### src/rtl/pes_pkg.sv
/*
  Shared constants and types for the performance event selector: category
  numbers, one-hot event encodings, filter-use masks and the event carriers.
  Assumes one device clock for all producers of events.
*/
package pes_pkg;

  // Sizes of the attribute fields
  localparam int NWQ = 8;
  localparam int NENG = 4;
  localparam int PW = 20;

  // Major version values that unlock event groups
  localparam logic [3:0] VER_ARCH_ADD = 4'h2;
  localparam logic [3:0] VER_MODEL_1 = 4'h1;

  // Category numbers
  localparam logic [2:0] CAT_QUEUE = 3'h0;
  localparam logic [2:0] CAT_ENGINE = 3'h1;
  localparam logic [2:0] CAT_OPS = 3'h3;
  localparam logic [2:0] CAT_OPS2 = 3'h5;

  // Architectural additions, queue and engine categories
  localparam logic [31:0] SEL_QUEUE_WRITE_DROPPED = 32'h0000_0040;
  localparam logic [31:0] SEL_PERM_READ_ALLOWED = 32'h0000_0040;
  localparam logic [31:0] SEL_PERM_READ_DENIED = 32'h0000_0080;
  localparam logic [31:0] SEL_BYTES_READ_32B = 32'h0000_0100;
  localparam logic [31:0] SEL_SECOND_SOURCE = 32'h0000_0200;
  localparam logic [31:0] SEL_SECOND_DEST = 32'h0000_0400;
  // Architectural additions, operation categories
  localparam logic [31:0] SEL_TRANSLATION_FETCH = 32'h0002_0000;
  localparam logic [31:0] SEL_INTEGRITY_GEN = 32'h0004_0000;
  localparam logic [31:0] SEL_XSPACE_COPY = 32'h0000_0001;
  localparam logic [31:0] SEL_XSPACE_FILL = 32'h0000_0002;
  localparam logic [31:0] SEL_XSPACE_COMPARE = 32'h0000_0004;
  localparam logic [31:0] SEL_XSPACE_PATTERN = 32'h0000_0008;
  localparam logic [31:0] SEL_WINDOW_UPDATE = 32'h0000_0400;
  // Model-specific cycle events, version 1
  localparam logic [31:0] SEL_SINGLE_READY_CYC = 32'h0000_0040;
  localparam logic [31:0] SEL_GROUP_READY_CYC = 32'h0000_0080;
  localparam logic [31:0] SEL_QUEUE_EMPTY_CYC = 32'h0000_0100;
  localparam logic [31:0] SEL_PIPE_FULL_CYC = 32'h0000_0040;
  localparam logic [31:0] SEL_NOTHING_READY_CYC = 32'h0000_0080;
  localparam logic [31:0] SEL_FETCH_FULL_CYC = 32'h0000_0100;
  localparam logic [31:0] SEL_EXEC_FULL_CYC = 32'h0000_0200;

  // Filter-use masks {queue, engine, space id, class, size}
  localparam logic [4:0] USE_Q = 5'h10;
  localparam logic [4:0] USE_E = 5'h08;
  localparam logic [4:0] USE_P = 5'h04;
  localparam logic [4:0] USE_TSE = 5'h0B;
  localparam logic [4:0] USE_QSP = 5'h15;

  // Counter value after reset
  localparam logic [31:0] CNT_RST = 32'h0000_0000;

  // Kinds of finished operation descriptors
  typedef enum logic [2:0] {
    PES_OP_TRANS_FETCH = 3'b000,
    PES_OP_INTEG_GEN = 3'b001,
    PES_OP_XS_COPY = 3'b010,
    PES_OP_XS_FILL = 3'b011,
    PES_OP_XS_COMPARE = 3'b100,
    PES_OP_XS_PATTERN = 3'b101,
    PES_OP_WIN_UPDATE = 3'b110,
    PES_OP_OTHER = 3'b111
  } pes_op_t;

  // One occurrence with its filterable attributes
  typedef struct packed {
    logic valid;
    logic [2:0] queue_id;
    logic [1:0] eng;
    logic [PW-1:0] pasid;
    logic [2:0] tc;
    logic [1:0] size_cls;
  } pes_desc_t;

  // Filter settings for one counter
  typedef struct packed {
    logic [NWQ-1:0] queue_mask;
    logic [NENG-1:0] eng_mask;
    logic pasid_en;
    logic [PW-1:0] pasid;
    logic [7:0] tc_mask;
    logic [3:0] size_mask;
  } pes_filter_t;

  // Counter selection
  typedef struct packed {
    logic enable;
    logic [2:0] category;
    logic [31:0] sel;
  } pes_cfg_t;

endpackage : pes_pkg

### src/rtl/pes_counter.sv
/*
  One performance counter with its event selection and filtering.
  Assumes every event input comes from logic on clk: occurrences are one-cycle
  pulses, cycle events are levels, and the version field is held steady.
*/
// Overview of operation
// (RULE1) Architectural additions only when major version is 2
// (RULE2) Queue 0x40 counts dropped queue writes, queue filter
// (RULE3) Engine 0x40 counts allowed permission-table bitmap reads
// (RULE4) Engine 0x80 counts denied permission-table bitmap reads
// (RULE5) Engine 0x100 adds data read in 32-byte units
// (RULE6) Engine 0x200 counts second source reads
// (RULE7) Engine 0x400 counts second destination writes
// (RULE8) Ops 0x20000 counts translation fetch descriptors
// (RULE9) Ops 0x40000 counts integrity generate descriptors
// (RULE10) Ops2 0x1 counts cross-space copy descriptors
// (RULE11) Ops2 0x2 fill, 0x4 compare descriptors
// (RULE12) Ops2 0x8 counts cross-space pattern descriptors
// (RULE13) Ops2 0x400 counts window update descriptors
// (RULE14) Model-specific events only when major version is 1
// (RULE15) Queue 0x40/0x80 single/group ready cycles
// (RULE16) Queue 0x100 counts cycles any selected queue empty
// (RULE17) Engine 0x40 counts pipeline-full stall cycles
// (RULE18) Engine 0x80 counts nothing-ready cycles
// (RULE19) Engine 0x100 counts group fetch full cycles
// (RULE20) Engine 0x200 counts group exec full cycles
// (RULE21) Count per occurrence or cycle, filters matching
// (RULE22) Encodings are one-hot, several combine per counter
`timescale 1ns/1ps

module pes_counter #(
  parameter int CW = 32
) (
  // Clock and reset
  input wire logic clk,
  input wire logic arst_n,
  // Configuration
  input wire logic [3:0] version_major,
  input wire pes_pkg::pes_cfg_t cfg,
  input wire pes_pkg::pes_filter_t filt,
  input wire logic count_clear,
  // Occurrence events
  input wire pes_pkg::pes_desc_t queue_write_dropped,
  input wire pes_pkg::pes_desc_t perm_bitmap_read,
  input wire logic perm_allowed,
  input wire pes_pkg::pes_desc_t data_read,
  input wire logic [3:0] bytes_read_32b_units,
  input wire pes_pkg::pes_desc_t second_source_reads,
  input wire pes_pkg::pes_desc_t second_dest_writes,
  input wire pes_pkg::pes_desc_t op_done,
  input wire pes_pkg::pes_op_t op_kind,
  // Cycle events
  input wire logic [pes_pkg::NWQ-1:0] single_desc_ready,
  input wire logic [pes_pkg::NWQ-1:0] group_desc_ready,
  input wire logic [pes_pkg::NWQ-1:0] queue_empty,
  input wire logic [pes_pkg::NENG-1:0] pipe_full,
  input wire logic [pes_pkg::NENG-1:0] nothing_ready,
  input wire logic [pes_pkg::NENG-1:0] group_fetch_full,
  input wire logic [pes_pkg::NENG-1:0] group_exec_full,
  // Result
  output logic [CW-1:0] count
);

  ////////////////////////////////////////////////////////////////////////////
  // Filter matching

  // True when the occurrence is valid and every used filter accepts it
  function automatic logic pass(input pes_pkg::pes_desc_t d, input pes_pkg::pes_filter_t f,
                                input logic [4:0] use_m);
    logic ok;
    ok = d.valid;
    ok = ok & (!use_m[4] | f.queue_mask[d.queue_id]);
    ok = ok & (!use_m[3] | f.eng_mask[d.eng]);
    ok = ok & (!use_m[2] | !f.pasid_en | (f.pasid == d.pasid));
    ok = ok & (!use_m[1] | f.tc_mask[d.tc]);
    ok = ok & (!use_m[0] | f.size_mask[d.size_cls]);
    return ok;
  endfunction : pass

  ////////////////////////////////////////////////////////////////////////////
  // Selection decode

  // Version gates for the two event groups
  wire arch_on = (version_major == pes_pkg::VER_ARCH_ADD); // [RULE1]
  wire model_on = (version_major == pes_pkg::VER_MODEL_1); // [RULE14]

  // Category enables
  wire cat_q = cfg.enable & (cfg.category == pes_pkg::CAT_QUEUE);
  wire cat_e = cfg.enable & (cfg.category == pes_pkg::CAT_ENGINE);
  wire cat_o = cfg.enable & (cfg.category == pes_pkg::CAT_OPS);
  wire cat_o2 = cfg.enable & (cfg.category == pes_pkg::CAT_OPS2);

  // Each encoding is tested as its own bit
  wire s_drop = |(cfg.sel & pes_pkg::SEL_QUEUE_WRITE_DROPPED); // [RULE22]
  wire s_pok = |(cfg.sel & pes_pkg::SEL_PERM_READ_ALLOWED);
  wire s_pno = |(cfg.sel & pes_pkg::SEL_PERM_READ_DENIED);
  wire s_rd = |(cfg.sel & pes_pkg::SEL_BYTES_READ_32B);
  wire s_src2 = |(cfg.sel & pes_pkg::SEL_SECOND_SOURCE);
  wire s_dst2 = |(cfg.sel & pes_pkg::SEL_SECOND_DEST);
  wire s_tf = |(cfg.sel & pes_pkg::SEL_TRANSLATION_FETCH);
  wire s_ig = |(cfg.sel & pes_pkg::SEL_INTEGRITY_GEN);
  wire s_xc = |(cfg.sel & pes_pkg::SEL_XSPACE_COPY);
  wire s_xf = |(cfg.sel & pes_pkg::SEL_XSPACE_FILL);
  wire s_xm = |(cfg.sel & pes_pkg::SEL_XSPACE_COMPARE);
  wire s_xp = |(cfg.sel & pes_pkg::SEL_XSPACE_PATTERN);
  wire s_wu = |(cfg.sel & pes_pkg::SEL_WINDOW_UPDATE);
  wire s_sr = |(cfg.sel & pes_pkg::SEL_SINGLE_READY_CYC);
  wire s_gr = |(cfg.sel & pes_pkg::SEL_GROUP_READY_CYC);
  wire s_qe = |(cfg.sel & pes_pkg::SEL_QUEUE_EMPTY_CYC);
  wire s_pf = |(cfg.sel & pes_pkg::SEL_PIPE_FULL_CYC);
  wire s_nr = |(cfg.sel & pes_pkg::SEL_NOTHING_READY_CYC);
  wire s_ff = |(cfg.sel & pes_pkg::SEL_FETCH_FULL_CYC);
  wire s_ef = |(cfg.sel & pes_pkg::SEL_EXEC_FULL_CYC);

  ////////////////////////////////////////////////////////////////////////////
  // Architectural occurrence hits

  // Group of checks shared by queue, engine and operation events
  wire arch_q = arch_on & cat_q;
  wire arch_e = arch_on & cat_e;
  wire arch_o = arch_on & cat_o;
  wire arch_o2 = arch_on & cat_o2;
  wire perm_ok = pass(perm_bitmap_read, filt, pes_pkg::USE_E | pes_pkg::USE_P);
  wire op_ok = pass(op_done, filt, pes_pkg::USE_Q | pes_pkg::USE_P);
  wire op2_ok = pass(op_done, filt, pes_pkg::USE_QSP);

  wire h_drop = arch_q & s_drop & pass(queue_write_dropped, filt, pes_pkg::USE_Q); // [RULE2]
  wire h_pok = arch_e & s_pok & perm_ok & perm_allowed; // [RULE3]
  wire h_pno = arch_e & s_pno & perm_ok & !perm_allowed; // [RULE4]
  wire h_rd = arch_e & s_rd & pass(data_read, filt, pes_pkg::USE_E); // [RULE5]
  wire h_src2 = arch_e & s_src2 & pass(second_source_reads, filt, pes_pkg::USE_TSE); // [RULE6]
  wire h_dst2 = arch_e & s_dst2 & pass(second_dest_writes, filt, pes_pkg::USE_TSE); // [RULE7]
  wire h_tf = arch_o & s_tf & op_ok & (op_kind == pes_pkg::PES_OP_TRANS_FETCH); // [RULE8]
  wire h_ig = arch_o & s_ig & op_ok & (op_kind == pes_pkg::PES_OP_INTEG_GEN); // [RULE9]
  wire h_xc = arch_o2 & s_xc & op2_ok & (op_kind == pes_pkg::PES_OP_XS_COPY); // [RULE10]
  wire h_xf = arch_o2 & s_xf & op2_ok & (op_kind == pes_pkg::PES_OP_XS_FILL); // [RULE11]
  wire h_xm = arch_o2 & s_xm & op2_ok & (op_kind == pes_pkg::PES_OP_XS_COMPARE); // [RULE11]
  wire h_xp = arch_o2 & s_xp & op2_ok & (op_kind == pes_pkg::PES_OP_XS_PATTERN); // [RULE12]
  wire h_wu = arch_o2 & s_wu & op2_ok & (op_kind == pes_pkg::PES_OP_WIN_UPDATE); // [RULE13]

  ////////////////////////////////////////////////////////////////////////////
  // Model-specific cycle hits

  // A cycle counts once when any selected queue or engine qualifies
  wire ms_q = model_on & cat_q;
  wire ms_e = model_on & cat_e;
  wire h_sr = ms_q & s_sr & |(single_desc_ready & filt.queue_mask); // [RULE15]
  wire h_gr = ms_q & s_gr & |(group_desc_ready & filt.queue_mask); // [RULE15]
  wire h_qe = ms_q & s_qe & |(queue_empty & filt.queue_mask); // [RULE16]
  wire h_pf = ms_e & s_pf & |(pipe_full & filt.eng_mask); // [RULE17]
  wire h_nr = ms_e & s_nr & |(nothing_ready & filt.eng_mask); // [RULE18]
  wire h_ff = ms_e & s_ff & |(group_fetch_full & filt.eng_mask); // [RULE19]
  wire h_ef = ms_e & s_ef & |(group_exec_full & filt.eng_mask); // [RULE20]

  ////////////////////////////////////////////////////////////////////////////
  // Increment and counter

  // Sum of all single-step hits this cycle
  wire [4:0] ones = 5'(h_drop) + 5'(h_pok) + 5'(h_pno) + 5'(h_src2) + 5'(h_dst2)
                  + 5'(h_tf) + 5'(h_ig) + 5'(h_xc) + 5'(h_xf) + 5'(h_xm) + 5'(h_xp)
                  + 5'(h_wu) + 5'(h_sr) + 5'(h_gr) + 5'(h_qe) + 5'(h_pf) + 5'(h_nr)
                  + 5'(h_ff) + 5'(h_ef); // [RULE22]
  // Data read adds its unit count instead of one
  wire [4:0] rd_add = h_rd ? 5'(bytes_read_32b_units) : 5'h00; // [RULE5]
  wire [5:0] inc = 6'(ones) + 6'(rd_add); // [RULE21]

  logic [CW-1:0] count_reg;
  logic [CW-1:0] count_next;
  // A clear keeps the events of its own cycle
  assign count_next = count_clear ? CW'(inc) : count_reg + CW'(inc); // [RULE21]
  assign count = count_reg;

  // Counter register
  always_ff @(posedge clk or negedge arst_n) begin
    if (!arst_n) begin
      count_reg <= CW'(pes_pkg::CNT_RST);
    end else begin
      count_reg <= count_next;
    end
  end
endmodule : pes_counter

### config.mk
export PLATFORM = sky130hd
export DESIGN_NAME = pes_counter
export DESIGN_NICKNAME = d
export VERILOG_FILES = /design/src/rtl/pes_pkg.sv /design/src/rtl/pes_counter.sv
export SDC_FILE = /design/constraint.sdc
export NUM_CORES = 1
export LEC_CHECK = 0
export BUFFER_PORTS_ARGS = -buffer_cell sky130_fd_sc_hd__clkbuf_2
export CORE_AREA = 10 10 130 132
export CTS_BUF_LIST = sky130_fd_sc_hd__clkbuf_16
export CTS_CLUSTER_SIZE = 8
export DETAILED_ROUTE_END_ITERATION = 8
export DIE_AREA = 0 0 140 142
export GPL_TIMING_DRIVEN = 0
export PLACE_DENSITY_LB_ADDON = 0.08
export SYNTH_ARGS = -nofsm -noshare
export SYNTH_HDL_FRONTEND = slang
export SYNTH_SLANG_ARGS = --single-unit
export TNS_END_PERCENT = 20
### constraint.sdc
create_clock -name clk -period 2.05 [get_ports clk]
set_clock_uncertainty 0.1 [all_clocks]
set_input_delay 0.205 -clock clk [delete_from_list [all_inputs] [get_ports clk]]
set_output_delay 0.205 -clock clk [all_outputs]
set_load 0.01 [all_outputs]
==> impl_metrics.py <==
metrics = {
    "route": {
        "drc": 0,
        "avgRoutedWirePerCell_microns": 19.2,
        "finalWirelength_microns": 15900,
        "viasPerCell": 5.03,
        "drtIter0Drc": 142,
        "ant_nets": 0,
        "vias": 4167,
        "drt-pass1-iter-count": 4,
    },
    "place": {
        "port_buffers": 217,
        "gp_congestion": 0.945,
        "dp.cells": 806,
        "hpwlAfterDp_microns": 13600,
    },
    "logic_synthesis": {
        "synth-compound-area-share_pct": 14.2,
        "synthCells": 405,
        "ys_warn_count": 0,
        "yosys.area_share.simple_pct": 23.2,
        "synth_top_family_by_area": "simple AND/OR/NAND/NOR gates",
        "muxShareOfSynthArea_pct": 11.7,
        "synth_nets": 760,
        "synth_edf_count": 0,
        "ys_seq_area_share_pct": 21.1,
        "avgSynthCellArea_sq_um": 9.38,
        "synthXorXnorAreaFrac_pct": 12.9,
        "synth_async_sr_flop_share_pct": 100,
        "ys_types": 51,
        "syn_area_sq_um": 3800,
        "synth-seq-cells": 32,
        "yosys_most_used_dff": "dfrtp_1",
        "synth_fa_ha_area_share_pct": 13.6,
    },
    "floorplanning": {
        "die_x_microns": 140,
        "num_rows": 44,
        "die_h_microns": 142,
        "pin_count": 354,
        "initial_utilization_pct": 26.5,
        "die-area_sq_um": 19900,
        "coreArea_sq_um": 14300,
    },
    "global_route": {
        "grt.total_usage_pct": 15.5,
        "grt_max_degree": 33,
        "antenna_found_initial": 0,
        "gr-total-overflow": 0,
        "grt_pass1_wl_microns": 25400,
        "grt_pass1_vias": 4743,
    },
    "finish": {
        "synthToLayoutAreaGrowth_pct": 52.8,
        "nNetsFinal": 997,
        "layout-drive-gt1-share_pct": 49.0,
        "fillers": 1478,
        "largest_reg_flops": 32,
        "instances_no_fill": 828,
        "multiInputGateArea_sq_um": 3230,
        "regArea_sq_um": 801,
    },
    "clock_tree": {
        "clkTransAtPathRegs_ns": 0.05,
        "clk_latency_ns": 0.28,
        "root_buffer": "clkbuf_16",
        "cts_max_level": 2,
        "cts_buffer_depth": 2,
        "cts_tree": "yes",
        "cts_made_buffers": 5,
        "cts.sinks": 32,
    },
    "sta": {
        "worst_slew_pin_slew_ns": 0.855,
        "finalSetupViolations": 32,
        "finalSetupTns_ns": -151.57,
        "fmax_ghz": 0.141,
        "grt_setup_unrepaired": "yes",
        "slew_headroom_pct": 43.0,
        "period_share_pct": 347,
        "period_minus_slack_ns": 7.11,
        "setup_slack_ns": -5.06,
        "hold_viol": 0,
        "finalMaxSlewViolations": 0,
    },
    "min_path": {
        "hp-start": "count_clear",
        "hold_class": "input port to flop",
        "hold_path_depth": 3,
        "min_to": "count[31]",
    },
    "worst_setup_path": {
        "path_class": "input port to flop",
        "start_kind": "input port",
        "path_max_fanout": 7,
        "crit_slowest_cell": "fa_2",
        "worstPathArrival_ns": 7.17,
        "endpoint_kind": "flop",
        "r2r_slack_ns": -0.20,
        "r2r_start": "count[0]",
        "worstReg2RegEnd": "count[6]",
        "slowest_delay_ns": 0.58,
        "cp_common_cell": "fa_1",
        "ff2ff_path_depth": 7,
        "worstPathRequired_ns": 2.10,
    },
    "flow_run": {
        "drv_cap": 0,
    },
    "status": {
        "status": "finished with violations",
        "violations": "setup timing",
    },
    "power": {
        "ir_drop_mv": 0.294,
        "power.density_nw_per_um2": 340,
        "p_leak_nw": 2.76,
    },
}
==> where the power goes <==
part	internal [mW]	total [mW]	switching [mW]
clock	0.565	0.846	0.281
sequential	0.633	0.633	0.000363
combinational	0.269	0.495	0.226
==> cells in the final DEF (no fill, tap or decap), types with 5 or more instances in the layout <==
master / instances
a21o_1: 5
a21oi_1: 20
a21oi_2: 5
a22oi_1: 18
and3_1: 10
buf_4: 8
buf_6: 8
clkbuf_16: 6
clkbuf_2: 211
dfrtp_1: 32
fa_1: 11
ha_1: 13
ha_4: 6
inv_1: 20
inv_2: 5
mux2_2: 5
mux4_2: 13
nand2_1: 24
nand3_1: 19
nand4_1: 20
nor2_1: 13
o21ai_0: 6
o21ai_1: 6
o31ai_2: 9
or3_1: 5
or4_1: 11
xnor2_1: 22
xor2_1: 28
==> cells by family (layout without fill, tap and decap cells) <==
group / Yosys count / in the layout
AOI/OAI and AO/OA: 82 / 82
DFF: 32 / 32
buffers and inverters: 31 / 268
and+or+nand+nor: 147 / 148
adders and majority gates: 33 / 33
xor gates and xnor gates: 56 / 56
other: 0 / 1
muxes: 24 / 24
==> Yosys cell counts, types with 2 or more instances <==
| library cell | count | share of area [%] |
|---|---|---|
| nor2_1 | 14 | 1.4 |
| a21o_1 | 5 | 0.99 |
| and4_1 | 3 | 0.69 |
| and2_1 | 3 | 0.49 |
| mux4_2 | 13 | 7.7 |
| mux4_1 | 2 | 1.4 |
| inv_1 | 24 | 2.4 |
| a21oi_1 | 27 | 3.6 |
| nand2b_1 | 2 | 0.33 |
| ha_1 | 19 | 6.3 |
| nor4_1 | 9 | 1.5 |
| and3_1 | 10 | 1.6 |
| o21ai_0 | 12 | 1.6 |
| nand2_1 | 25 | 2.5 |
| o31ai_1 | 13 | 2.6 |
| xnor2_1 | 24 | 5.5 |
| or4_1 | 12 | 2.4 |
| nor4b_2 | 2 | 0.79 |
| nand3_1 | 20 | 2.6 |
| mux2_2 | 5 | 1.5 |
| dfrtp_1 | 32 | 21 |
| nand4_1 | 20 | 3.3 |
| or3_1 | 7 | 1.2 |
| fa_1 | 14 | 7.4 |
| mux2i_1 | 3 | 0.79 |
| clkbuf_1 | 4 | 0.40 |
| nor2b_1 | 4 | 0.66 |
| a22oi_1 | 18 | 3.6 |
| and4b_1 | 2 | 0.53 |
| xor2_1 | 32 | 7.4 |
| nor3_1 | 5 | 0.66 |
==> stage by stage <==
step                hold WS, ns  power, mW  setup slack (ns)  utilization, %  instance area, sq um
floorplan                -0.191      0.826             -4.93               -                  3850
global placement          0.260       1.11             -5.76            36.1                  5160
detailed placement        0.286       1.12             -5.82            36.1                  5160
CTS                       0.354       1.98             -5.21            38.8                  5560
global route              0.379       2.07             -5.40            40.5                  5800
finish                    0.347       1.97             -5.06            40.5                  5800
==> per-layer routing <==
metal / global-route usage (%) / routed length, microns
met5: 0 / 0
met4: 2.83 / 211
met3: 5.37 / 1260
met2: 29.1 / 8430
met1: 16.6 / 5970
==> worst max-delay path by stage <==
stage	from	endpoint	cells after the start
after floorplan	filt[21]	count[28]	25
after global placement	filt[18]	count[30]	26
after detailed placement	filt[20]	count[26]	26
after CTS	filt[21]	count[31]	27
after global routing	op_done[14]	count[31]	27
final	filt[28]	count[31]	27
==> repair_timing <==
action | 4_1_cts | 5_1_grt
gates resized for setup | 26 | 48
pin swaps | 22 | 17
hold buffers | 1 | 0
endpoints found under the setup margin | 32 | 32
setup buffers | 8 | 1
hold endpoints to repair | 32 | 0
gates cloned | 2 | 1
==> final cells by class <==
type | count | area share [%]
Multi-Input combinational cell | 343 | 55.6
Tap cell | 184 | 3.97
Clock buffer | 5 | 2.16
Timing Repair Buffer | 229 | 21.4
Sequential cell | 32 | 13.8
Antenna cell | 1 | 0.0431
Inverter | 25 | 1.62
Buffer | 6 | 0.712
Clock inverter | 3 | 0.647
==> critical path, delay by kind of cell <==
family	cells	cell delay (ns)
xor gates and xnor gates	2	0.26
AOI/OAI and AO/OA	6	1.20
buffers and inverters	5	0.39
muxes	1	0.34
and+or+nand+nor	4	1.10
adders and majority gates	9	3.65
Power figures use the tool's default switching activity.
